--- config.mk ---
export PLATFORM = sky130hd
export DESIGN_NAME = packetizer_control_headers
export DESIGN_NICKNAME = d
export VERILOG_FILES = /design/src/hdl/pktz_pkg.sv /design/src/hdl/packetizer_control_headers.sv
export SDC_FILE = /design/constraint.sdc
export NUM_CORES = 1
export LEC_CHECK = 0
export BUFFER_PORTS_ARGS = -buffer_cell sky130_fd_sc_hd__buf_4
export CAP_MARGIN = 20
export CELL_PAD_IN_SITES_DETAIL_PLACEMENT = 1
export CELL_PAD_IN_SITES_GLOBAL_PLACEMENT = 1
export CORE_MARGIN = 2
export CORE_UTILIZATION = 35
export CTS_CLUSTER_DIAMETER = 100
export CTS_CLUSTER_SIZE = 28
export DETAILED_ROUTE_END_ITERATION = 8
export GPL_ROUTABILITY_DRIVEN = 0
export PLACE_DENSITY_LB_ADDON = 0.1
export SLEW_MARGIN = 15
export SYNTH_ARGS = -nofsm -noshare
export SYNTH_HDL_FRONTEND = slang
export SYNTH_SLANG_ARGS = --single-unit
--- constraint.sdc ---
create_clock -name clk_i -period 9.9 [get_ports clk_i]
set_input_delay 0.99 -clock clk_i [delete_from_list [all_inputs] [get_ports clk_i]]
set_output_delay 0.99 -clock clk_i [all_outputs]
set_load 0.02 [all_outputs]
--- src/hdl/pktz_pkg.sv ---
// package: register map, field positions and reset values of the packetizer
// header and control registers.
// assumes bit 0 of each 32-bit register is its most significant bit, so
// documented bit n sits at vector index 31-n.
package pktz_pkg;

  // byte addresses on the register bus
  localparam logic [8:0] OFS_ASYNC_HDR_QUAD_SECOND = 9'h1b4;
  localparam logic [8:0] OFS_ASYNC_HDR_QUAD_THIRD  = 9'h1b8;
  localparam logic [8:0] OFS_ASYNC_HDR_QUAD_FOURTH = 9'h1bc;
  localparam logic [8:0] OFS_ISOCH_TX_HEADER       = 9'h1c0;
  localparam logic [8:0] OFS_PACKETIZER_CONTROL    = 9'h1c4;

  // reset values
  localparam logic [31:0] RST_ASYNC_SECOND = 32'h3fc1_0000;
  localparam logic [31:0] RST_ASYNC_THIRD  = 32'h0000_0000;
  localparam logic [31:0] RST_ASYNC_FOURTH = 32'h0008_0000;
  localparam logic [31:0] RST_ISOCH_HDR    = 32'h0000_0000;
  localparam logic [31:0] RST_CONTROL      = 32'h8000_1c00;

  // writable bits; the rest are reserved and read as zero
  localparam logic [31:0] MASK_ISOCH_HDR = 32'hffff_ff3f;
  localparam logic [31:0] MASK_CONTROL   = 32'hb800_3fff;

  // isochronous header fields (vector indices)
  localparam int unsigned ISO_LEN_LSB   = 16;
  localparam int unsigned ISO_SPD_LSB   = 4;
  localparam logic [1:0]  SPD_CODE_100  = 2'h0;
  localparam logic [1:0]  SPD_CODE_200  = 2'h1;

  // packetizer control fields (vector index = 31 - documented bit)
  localparam int unsigned CTL_CYCLE_SER  = 31;
  localparam int unsigned CTL_VID_TEST   = 29;
  localparam int unsigned CTL_ISO_TEST   = 28;
  localparam int unsigned CTL_ASY_TEST   = 27;
  localparam int unsigned CTL_ALT_SEL    = 13;
  localparam int unsigned CTL_FLUSH_MST  = 12;
  localparam int unsigned CTL_FLUSH_CYC  = 11;
  localparam int unsigned CTL_FLUSH_TS   = 10;
  localparam int unsigned CTL_SOFT_RST   = 9;
  localparam int unsigned CTL_QPC_WEN    = 8;
  localparam int unsigned CTL_MUX_WEN    = 7;
  localparam int unsigned CTL_FMT_WEN    = 6;
  localparam int unsigned CTL_DBC_WEN    = 5;
  localparam int unsigned CTL_SPH_WEN    = 4;
  localparam int unsigned CTL_FN_WEN     = 3;
  localparam int unsigned CTL_DBS_WEN    = 2;
  localparam int unsigned CTL_SID_WEN    = 1;
  localparam int unsigned CTL_LEN_WEN    = 0;

  // alternate control word fields (vector indices)
  localparam int unsigned ALT_QUAD_LSB = 24;
  localparam int unsigned ALT_LEN_LSB  = 8;
  localparam int unsigned ALT_INC_LSB  = 0;

  typedef struct packed {
    logic [11:0] quads;
    logic [15:0] len;
    logic [7:0]  inc;
  } alt_ctrl_t;

  typedef struct packed {
    logic vid;
    logic iso;
    logic asy;
  } test_req_t;

endpackage

--- src/hdl/packetizer_control_headers.sv ---
// file: header and control register block of the transmit packetizer,
// an Avalon-MM slave with waitrequest.
// assumes one clock, synchronous inputs, and that the packetizer core,
// the alternate control register and the fifos live outside this block.
`timescale 1ns/1ns

// Notes on behaviour
// - second async header quadlet, 32 bits, resets to 3fc1_0000.
// - third async header quadlet, writable, resets to zero.
// - fourth async header quadlet, writable, resets to 0008_0000.
// - isochronous header has length, tag, channel, speed and sync fields.
// - speed code 00 sends at 100 Mbit/s, 01 at 200 Mbit/s.
// - control bit 0 enables serial cycle-timer output; resets to one.
// - bit 2 sends one video test packet per isochronous cycle.
// - bit 3 sends one isochronous test packet per cycle from its header.
// - bit 4 sends one async test packet per cycle, no retries.
// - bit 18 takes quadlet count, length and increment from alternate word.
// - bit 19 is master flush enable, resets to one.
// - bit 20 flushes on cycle start while isochronous machine busy.
// - bit 21 flushes when timestamp expected but not present.
// - bit 22 resets packetizer machines and clears itself.
// - bits 23 and 24 enable cell-quadlet and test-mux writes.
// - bit 25 enables software write of format identifier.
// - bits 26 to 29 enable continuity, flag, fraction, size writes.
// - bit 30 enables source-node write, bit 31 data-length write.
// - with length enable clear the packetizer loads the data length.
// - with continuity enable clear the counter auto loads and increments.
module packetizer_control_headers #(
  parameter int unsigned ADDR_W = 9
) (
  input  wire logic                 clk_i,
  input  wire logic                 sys_rst_i,
  input  wire logic                 ce_i,
  input  wire logic [ADDR_W-1:0]    avs_address_i,
  input  wire logic                 avs_read_i,
  input  wire logic                 avs_write_i,
  input  wire logic [31:0]          avs_writedata_i,
  input  wire logic [3:0]           avs_byteenable_i,
  output logic      [31:0]          avs_readdata_o,
  output logic                      avs_waitrequest_o,
  input  wire logic                 cycle_start_i,
  input  wire logic                 isoch_idle_i,
  input  wire logic                 timestamp_expected_i,
  input  wire logic                 timestamp_present_i,
  input  wire logic [31:0]          alt_ctrl_i,
  input  wire logic                 pkt_len_valid_i,
  input  wire logic [15:0]          pkt_len_i,
  input  wire logic                 cont_load_i,
  input  wire logic [7:0]           cont_load_val_i,
  input  wire logic                 pkt_sent_i,
  input  wire logic [7:0]           block_inc_i,
  input  wire logic                 test_data_take_i,
  output logic      [31:0]          async_hdr_quad_second_o,
  output logic      [31:0]          async_hdr_quad_third_o,
  output logic      [31:0]          async_hdr_quad_fourth_o,
  output logic      [31:0]          isoch_tx_header_o,
  output logic      [31:0]          packetizer_control_o,
  output logic                      isoch_speed_200_o,
  output pktz_pkg::test_req_t       test_req_o,
  output logic                      async_no_retry_o,
  output logic      [31:0]          test_count_o,
  output pktz_pkg::alt_ctrl_t       alt_ctrl_o,
  output logic                      alt_ctrl_valid_o,
  output logic                      flush_o,
  output logic                      packetizer_soft_reset_o,
  output logic      [15:0]          video_len_o,
  output logic      [7:0]           block_continuity_count_o
);

  initial begin
    if (ADDR_W < 9 || ADDR_W > 16) begin
      $error("ADDR_W must be 9 to 16");
    end
  end

  typedef struct packed {
    logic                wait_r;
    logic [31:0]         rdata;
    logic [31:0]         async2;
    logic [31:0]         async3;
    logic [31:0]         async4;
    logic [31:0]         isoch;
    logic [31:0]         ctl;
    logic                spd200;
    pktz_pkg::test_req_t req;
    logic                no_retry;
    logic [31:0]         tcount;
    pktz_pkg::alt_ctrl_t alt;
    logic                alt_valid;
    logic                flush;
    logic [15:0]         vlen;
    logic [7:0]          dbc;
  } state_t;

  localparam state_t ST_RESET = '{
    wait_r:    1'b1,
    rdata:     32'h0000_0000,
    async2:    pktz_pkg::RST_ASYNC_SECOND,
    async3:    pktz_pkg::RST_ASYNC_THIRD,
    async4:    pktz_pkg::RST_ASYNC_FOURTH,
    isoch:     pktz_pkg::RST_ISOCH_HDR,
    ctl:       pktz_pkg::RST_CONTROL,
    spd200:    1'b0,
    req:       '0,
    no_retry:  1'b0,
    tcount:    32'h0000_0000,
    alt:       '0,
    alt_valid: 1'b0,
    flush:     1'b0,
    vlen:      16'h0000,
    dbc:       8'h00
  };

  state_t st_r;
  state_t st_nxt;

  function automatic logic [31:0] merge(input logic [31:0] old_v,
                                        input logic [31:0] new_v,
                                        input logic [3:0]  be,
                                        input logic [31:0] mask);
    logic [31:0] r;
    r = old_v;
    for (int i = 0; i < 4; i++) begin
      if (be[i]) begin
        r[i*8 +: 8] = new_v[i*8 +: 8];
      end
    end
    return r & mask;
  endfunction

  logic [8:0]  addr;
  logic        req;
  logic        commit_wr;
  logic [31:0] ctl_eff;

  assign addr      = avs_address_i[8:0];
  assign req       = avs_read_i | avs_write_i;
  // a write lands only at the edge where waitrequest is seen low
  assign commit_wr = avs_write_i & ~st_r.wait_r;

  always_comb begin
    st_nxt = st_r;
    // one wait cycle, then a single low cycle that completes the transfer
    st_nxt.wait_r = ~(req & st_r.wait_r);
    if (req & st_r.wait_r) begin
      unique case (addr)
        pktz_pkg::OFS_ASYNC_HDR_QUAD_SECOND: st_nxt.rdata = st_r.async2;
        pktz_pkg::OFS_ASYNC_HDR_QUAD_THIRD:  st_nxt.rdata = st_r.async3;
        pktz_pkg::OFS_ASYNC_HDR_QUAD_FOURTH: st_nxt.rdata = st_r.async4;
        pktz_pkg::OFS_ISOCH_TX_HEADER:       st_nxt.rdata = st_r.isoch;
        pktz_pkg::OFS_PACKETIZER_CONTROL:    st_nxt.rdata = st_r.ctl;
        default:                             st_nxt.rdata = 32'h0000_0000;
      endcase
    end
    // soft reset bit lives one cycle only
    st_nxt.ctl[pktz_pkg::CTL_SOFT_RST] = 1'b0;
    if (commit_wr) begin
      unique case (addr)
        pktz_pkg::OFS_ASYNC_HDR_QUAD_SECOND:
          st_nxt.async2 = merge(st_r.async2, avs_writedata_i, avs_byteenable_i, '1);
        pktz_pkg::OFS_ASYNC_HDR_QUAD_THIRD:
          st_nxt.async3 = merge(st_r.async3, avs_writedata_i, avs_byteenable_i, '1);
        pktz_pkg::OFS_ASYNC_HDR_QUAD_FOURTH:
          st_nxt.async4 = merge(st_r.async4, avs_writedata_i, avs_byteenable_i, '1);
        pktz_pkg::OFS_ISOCH_TX_HEADER:
          st_nxt.isoch = merge(st_r.isoch, avs_writedata_i, avs_byteenable_i,
                               pktz_pkg::MASK_ISOCH_HDR);
        pktz_pkg::OFS_PACKETIZER_CONTROL:
          st_nxt.ctl = merge(st_r.ctl, avs_writedata_i, avs_byteenable_i,
                             pktz_pkg::MASK_CONTROL);
        default: ;
      endcase
    end
    ctl_eff = st_r.ctl;
    st_nxt.spd200 = st_r.isoch[pktz_pkg::ISO_SPD_LSB +: 2] == pktz_pkg::SPD_CODE_200;
    st_nxt.no_retry = ctl_eff[pktz_pkg::CTL_ASY_TEST];
    // one request per enabled class at each cycle start
    st_nxt.req.vid = cycle_start_i & ctl_eff[pktz_pkg::CTL_VID_TEST];
    st_nxt.req.iso = cycle_start_i & ctl_eff[pktz_pkg::CTL_ISO_TEST];
    st_nxt.req.asy = cycle_start_i & ctl_eff[pktz_pkg::CTL_ASY_TEST];
    if (test_data_take_i) begin
      st_nxt.tcount = st_r.tcount + 32'h0000_0001;
    end
    st_nxt.alt_valid = ctl_eff[pktz_pkg::CTL_ALT_SEL];
    st_nxt.alt.quads = {4'h0, alt_ctrl_i[pktz_pkg::ALT_QUAD_LSB +: 8]};
    st_nxt.alt.len   = alt_ctrl_i[pktz_pkg::ALT_LEN_LSB +: 16];
    st_nxt.alt.inc   = alt_ctrl_i[pktz_pkg::ALT_INC_LSB +: 8];
    st_nxt.flush = ctl_eff[pktz_pkg::CTL_FLUSH_MST] & (
      (ctl_eff[pktz_pkg::CTL_FLUSH_CYC] & cycle_start_i & ~isoch_idle_i) |
      (ctl_eff[pktz_pkg::CTL_FLUSH_TS] & timestamp_expected_i & ~timestamp_present_i));
    if (!ctl_eff[pktz_pkg::CTL_LEN_WEN] && pkt_len_valid_i) begin
      st_nxt.vlen = pkt_len_i;
    end
    // bus reset has no path here, so the counter survives it
    if (!ctl_eff[pktz_pkg::CTL_DBC_WEN]) begin
      if (cont_load_i) begin
        st_nxt.dbc = cont_load_val_i;
      end else if (pkt_sent_i) begin
        st_nxt.dbc = st_r.dbc + (ctl_eff[pktz_pkg::CTL_ALT_SEL] ?
                                 st_r.alt.inc : block_inc_i);
      end
    end
    // packetizer soft reset drops pending test requests and the test data count; the continuity counter keeps its value
    if (ctl_eff[pktz_pkg::CTL_SOFT_RST]) begin
      st_nxt.req    = '0;
      st_nxt.tcount = 32'h0000_0000;
    end
  end

  always_ff @(posedge clk_i or posedge sys_rst_i) begin
    if (sys_rst_i) begin
      st_r <= ST_RESET;
    end else if (ce_i) begin
      st_r <= st_nxt;
    end
  end

  assign avs_readdata_o          = st_r.rdata;
  assign avs_waitrequest_o       = st_r.wait_r;
  assign async_hdr_quad_second_o = st_r.async2;
  assign async_hdr_quad_third_o  = st_r.async3;
  assign async_hdr_quad_fourth_o = st_r.async4;
  assign isoch_tx_header_o       = st_r.isoch;
  assign packetizer_control_o    = st_r.ctl;
  assign isoch_speed_200_o       = st_r.spd200;
  assign test_req_o              = st_r.req;
  assign async_no_retry_o        = st_r.no_retry;
  assign test_count_o            = st_r.tcount;
  assign alt_ctrl_o              = st_r.alt;
  assign alt_ctrl_valid_o        = st_r.alt_valid;
  assign flush_o                 = st_r.flush;
  assign packetizer_soft_reset_o = st_r.ctl[pktz_pkg::CTL_SOFT_RST];
  assign video_len_o             = st_r.vlen;
  assign block_continuity_count_o = st_r.dbc;

endmodule // packetizer_control_headers

==> results.md <==
- For the worst-skew pair, the clock arrives at the later sink with an insertion delay of ~500 ps.
- The number of clock buffers added by TritonCTS is 14.
- In the synthesized netlist the async set-or-reset flop fraction comes to 100%.
- For met2 alone, demand over resource in global routing was 38.9%.
- The cell family with the largest share of critical-path delay is simple AND/OR/NAND/NOR gates.
- The number of maximum-capacitance constraint violations is 0.
- The layer with the highest usage is met2.
- The startpoint kind of the worst setup timing path is an input pin.
- The detailed-route vias per instance is 5.22.
- The number of buffers and inverters on the critical path is 1.
- The number of nets in the layout is about 1,500.
- For met3 alone, demand over resource in global routing was 4.49%.
- STA puts the critical path data arrival time at 3500 ps.
- In this run the vertical extent of the chip is 192 µm.
- The number of flip-flops and latches in the synthesized netlist is 272.
- The pin count of the biggest net entering global routing is around 140.
- In this run the post-CTS setup repair buffer count came out at 0.
- The design draws around 2.3 mW.
- The die covers around 37,000 µm².
- On the final layout, the worst clock skew is around 20 ps.
- The fraction of the cycle the final worst path needs is between 30% and 40%.
- TritonCTS built the clock tree.
- After legalization and detailed placement, the total HPWL measured roughly 30,000 µm.
- After clock tree synthesis, the flow added hold-fix buffers numbering 0.
- The number of cells in the design after placement is ~1,800.
- Synthesis produced 1,003 cells.
- The total DRC errors in the routed layout is 0.
- For the final routed database, the setup TNS stands at 0 ps.
- The wire length per cell after detailed routing is roughly 22 µm.
- In the global route stage, overall resource usage came out at between 20% and 30%.
- The share of layout cells above drive strength 1 is between 40% and 50%.
- Sorting the synthesized cells by how often they occur yields sky130_fd_sc_hd__dfrtp_1 (257), sky130_fd_sc_hd__mux2_2 (185), sky130_fd_sc_hd__nand2_1 (61).
- Yosys printed 0 warnings.
- The via count of the first global-routing pass is around 10,000.
- The run finished with clean final reports.
- The wire length of the first global-routing pass is a little over 60,000 µm.
- The clock net sink count is around 270.
- The number of cells upsized or downsized after cts is 0.
- Setup repair after global routing left no endpoint under its margin.
- Summed over all layers, the routed wires come to around 41,000 µm.
- Walking the worst path, the cells encountered are buf_4 -> or3_1 -> or3_1 -> nor2_4 -> mux2_1.
- The slowest stage of the critical path belongs to the cell sky130_fd_sc_hd__or3_1.
- Clock-pin slew was measured on the worst setup and hold paths at 110 ps.
- Relative to the synthesized area, the layout overhead comes to 30.8%.
- The largest area contributor in the synthesized netlist is sky130_fd_sc_hd__dfrtp_1.
- For this run, the leading register cell type out of synthesis is sky130_fd_sc_hd__dfrtp_1.
- The mean post-synth cell area is 12.3 µm².
- Summing all multi-input logic gate instances after layout gives between 5000 and 6000 µm².
- The filler cells instantiated in the layout total between 3,000 and 4,000.
- In this run the worst hold path is classified as register to register.
- The initial antenna violation count is 5.
- The first-pass iteration count of the detailed router is 6.
- For met1 alone, demand over resource in global routing was between 20% and 30%.
- The worst hold path begins at avs_readdata_o[6]$_DFFE_PP0P_.
- The cell at the root of the clock tree is sky130_fd_sc_hd__clkbuf_16.
- The critical path endpoint category is a register.
- The share of Yosys cell area claimed by the top area cell type is ~52%.
- The total vias in the final route is between 9,000 and 10,000.
- Summing every instance area after synthesis gives approximately 12,000 µm².
- The count of cells in the finished layout, fillers not included, comes to around 1,800.
- The core region is ~35,000 µm².
- The shortest period the worst path allows is around 3100 ps.
- The count of port buffers added during placement is slightly below 400.
- In the post-synthesis netlist, the biggest area contributors are sky130_fd_sc_hd__dfrtp_1 (52%), sky130_fd_sc_hd__mux2_2 (17%), sky130_fd_sc_hd__dfstp_2 (3.2%), sky130_fd_sc_hd__a21oi_1 (1.9%), sky130_fd_sc_hd__nand2_1 (1.9%).
- Yosys mapped the design onto 64 distinct sky130hd cell types.
- The number of flops mapped to enable cells by yosys is 0.
- The sequential cells in the finished layout cover a total of ~6800 µm².
- The number of rows in the core area is 68.
- The aggregate global routing overflow is 0.
- The hold violation count in the final report is 0.
- Setup violations remaining at the end of the flow were counted as 0.
- The required time of the critical path is 10,280 ps.
- The maximum vdd drop is roughly 0.00011 V.
- The most numerous cell type found on the critical path is sky130_fd_sc_hd__or3_1.
- The number of nets with antenna violations after detailed routing is 0.
- The initial utilization of the core area, before any placement, comes to a little over a third.
- The number of pins with negative max-slew slack in the final report is 0.
- Based on the critical path, the design can be clocked at up to roughly 320 MHz.
- The startpoint of the worst register-to-register path is packetizer_control_o[13]$_DFFE_PP0P_.
- Of all nets on the critical path, the largest fanout is 50.
- The power density of the placed cells is between 100 and 150 nW/µm².
- The start point of the critical path is avs_address_i[2].
- Sequential elements use a little under three fifths of the synthesized area.
- For the pin with the worst max-slew slack, the measured transition is approximately 1100 ps.
- No sink is reached through more buffers than the 3 on the longest clock path.
- By startpoint and endpoint, the worst setup path is classified as input pin to register.
- around 420 I/O pins were placed.
- For this design the static power due to leakage is a little under 8 nW.
- In this run, the number of DRC markers left after iteration 0 of detailed routing was 392.
- The cell with the most instances after synthesis is sky130_fd_sc_hd__dfrtp_1.
- The die is 192 µm wide.
- In this design, the stage delay of the slowest critical-path cell is around 700 ps.
- In this run the number of H-tree levels came out at 1.
- The relative slew slack is a little under a quarter.
[cell type report]
| type | count | area share [%] |
|---|---|---|
| flip-flops and latches | 272 | 42.3 |
| multi-input cells | 665 | 32.0 |
| diodes | 3 | 0.0465 |
| well taps | 455 | 3.53 |
| inverters | 16 | 0.419 |
| clock inverters | 5 | 0.450 |
| repair buffers | 401 | 18.9 |
| clock buffers | 18 | 2.40 |
[cell families (layout without fill, tap and decap cells)]
logic type / Yosys count / in the layout / share of synthesized area (%)
DFF: 272 / 272 / 55.3
and+or+nand+nor: 223 / 223 / 9.56
muxes: 206 / 206 / 18.7
AOI/OAI and AO/OA: 178 / 178 / 9.77
buffers and inverters: 85 / 440 / 3.61
xor gates and xnor gates: 29 / 29 / 2.06
adders and majority gates: 9 / 9 / 0.973
other: 1 / 23 / 0.0304
[sequential cells by signal, indices dropped and copies added, names as in the netlist, 3 cells and up]
signal / flops
async_hdr_quad_third_o: 32
test_req_o: 3
alt_ctrl_o: 32
video_len_o: 16
test_count_o: 32
async_hdr_quad_fourth_o: 32
packetizer_control_o: 18
async_hdr_quad_second_o: 32
block_continuity_count_o: 8
isoch_tx_header_o: 30
avs_readdata_o: 32
[layout by cell type (no fill, tap or decap), types with 4 or more instances in the layout]
cell type and n:
sky130_fd_sc_hd__nand4_1 10, sky130_fd_sc_hd__nand3_1 30, sky130_fd_sc_hd__o22ai_1 7, sky130_fd_sc_hd__inv_1 14, sky130_fd_sc_hd__clkbuf_16 15, sky130_fd_sc_hd__dfrtp_1 257, sky130_fd_sc_hd__xor2_1 18, sky130_fd_sc_hd__o21a_1 6
sky130_fd_sc_hd__a222oi_1 14, sky130_fd_sc_hd__mux2i_1 11, sky130_fd_sc_hd__xnor2_1 11, sky130_fd_sc_hd__nor2_8 4, sky130_fd_sc_hd__o31ai_1 6, sky130_fd_sc_hd__a21oi_1 48, sky130_fd_sc_hd__nand2_1 61, sky130_fd_sc_hd__nand3_2 4
sky130_fd_sc_hd__o21ai_0 36, sky130_fd_sc_hd__mux2_2 185, sky130_fd_sc_hd__conb_1 20, sky130_fd_sc_hd__mux2_1 10, sky130_fd_sc_hd__and2_1 4, sky130_fd_sc_hd__nor2_2 10, sky130_fd_sc_hd__nor2_1 59, sky130_fd_sc_hd__a22o_1 13
sky130_fd_sc_hd__a221oi_1 6, sky130_fd_sc_hd__buf_4 398, sky130_fd_sc_hd__nor3_1 6, sky130_fd_sc_hd__ha_1 8, sky130_fd_sc_hd__a211oi_1 4, sky130_fd_sc_hd__or3_1 6, sky130_fd_sc_hd__and3_1 4, sky130_fd_sc_hd__o2bb2ai_1 4
sky130_fd_sc_hd__a22oi_1 20, sky130_fd_sc_hd__dfstp_2 15
[through the flow]
| step | area, µm² | hold WS (ps) | setup WS [ps] | utilization [%] |
|---|---|---|---|---|
| 5_1_grt | 16100 | 530 | 6430 | 46.6 |
| 3_5_place_dp | 15600 | 475 | 5820 | 45.1 |
| 6_report | 16100 | 492 | 6790 | 46.6 |
| 3_3_place_gp | 15600 | 470 | 5990 | 45.1 |
| 4_1_cts | 16100 | 501 | 6330 | 46.4 |
| 2_1_floorplan | 12400 | 512 | 1440 | - |
[metal layers]
layer,vias up,part of all wire (%),wire length [µm]
met5,-,0.075,31
met4,4,1.5,619
met3,34,6.6,2720
met2,278,51,20900
met1,4944,41,17000
li1,4325,-,-
[power breakdown]
group | leakage, nW | internal [mW] | switching [mW]
Combinational | 4.14 | 0.177 | 0.238
Clock | 0.222 | 0.314 | 0.384
Sequential | 3.55 | 1.17 | 0.0464
[final timing paths]
path                                                                 to  slack (ps)  cells after the start
worst max-delay path              async_hdr_quad_third_o[9]$_DFFE_PP0P_        6790                      5
worst min-delay path                      avs_readdata_o[6]$_DFFE_PP0P_         490                      2
worst max register to register  block_continuity_count_o[7]$_DFFE_PP0P_        6940                      9
worst min register to register            avs_readdata_o[6]$_DFFE_PP0P_         490                      2
max in group asynchronous        async_hdr_quad_third_o[20]$_DFFE_PP0P_        6880                      4
min in group asynchronous                    alt_ctrl_o[29]$_DFFE_PP0P_         680                      2
[worst register-to-register path, stage by stage (launching register included)]
cell	delay, ps
sky130_fd_sc_hd__dfrtp_1	780
sky130_fd_sc_hd__mux2i_1	420
sky130_fd_sc_hd__inv_1	80
sky130_fd_sc_hd__ha_1	290
sky130_fd_sc_hd__a211oi_1	420
sky130_fd_sc_hd__o211ai_1	160
sky130_fd_sc_hd__nand2_1	100
sky130_fd_sc_hd__xnor2_1	70
sky130_fd_sc_hd__or4_1	470
sky130_fd_sc_hd__nand3_1	90
(Power assumes the default switching activity.)
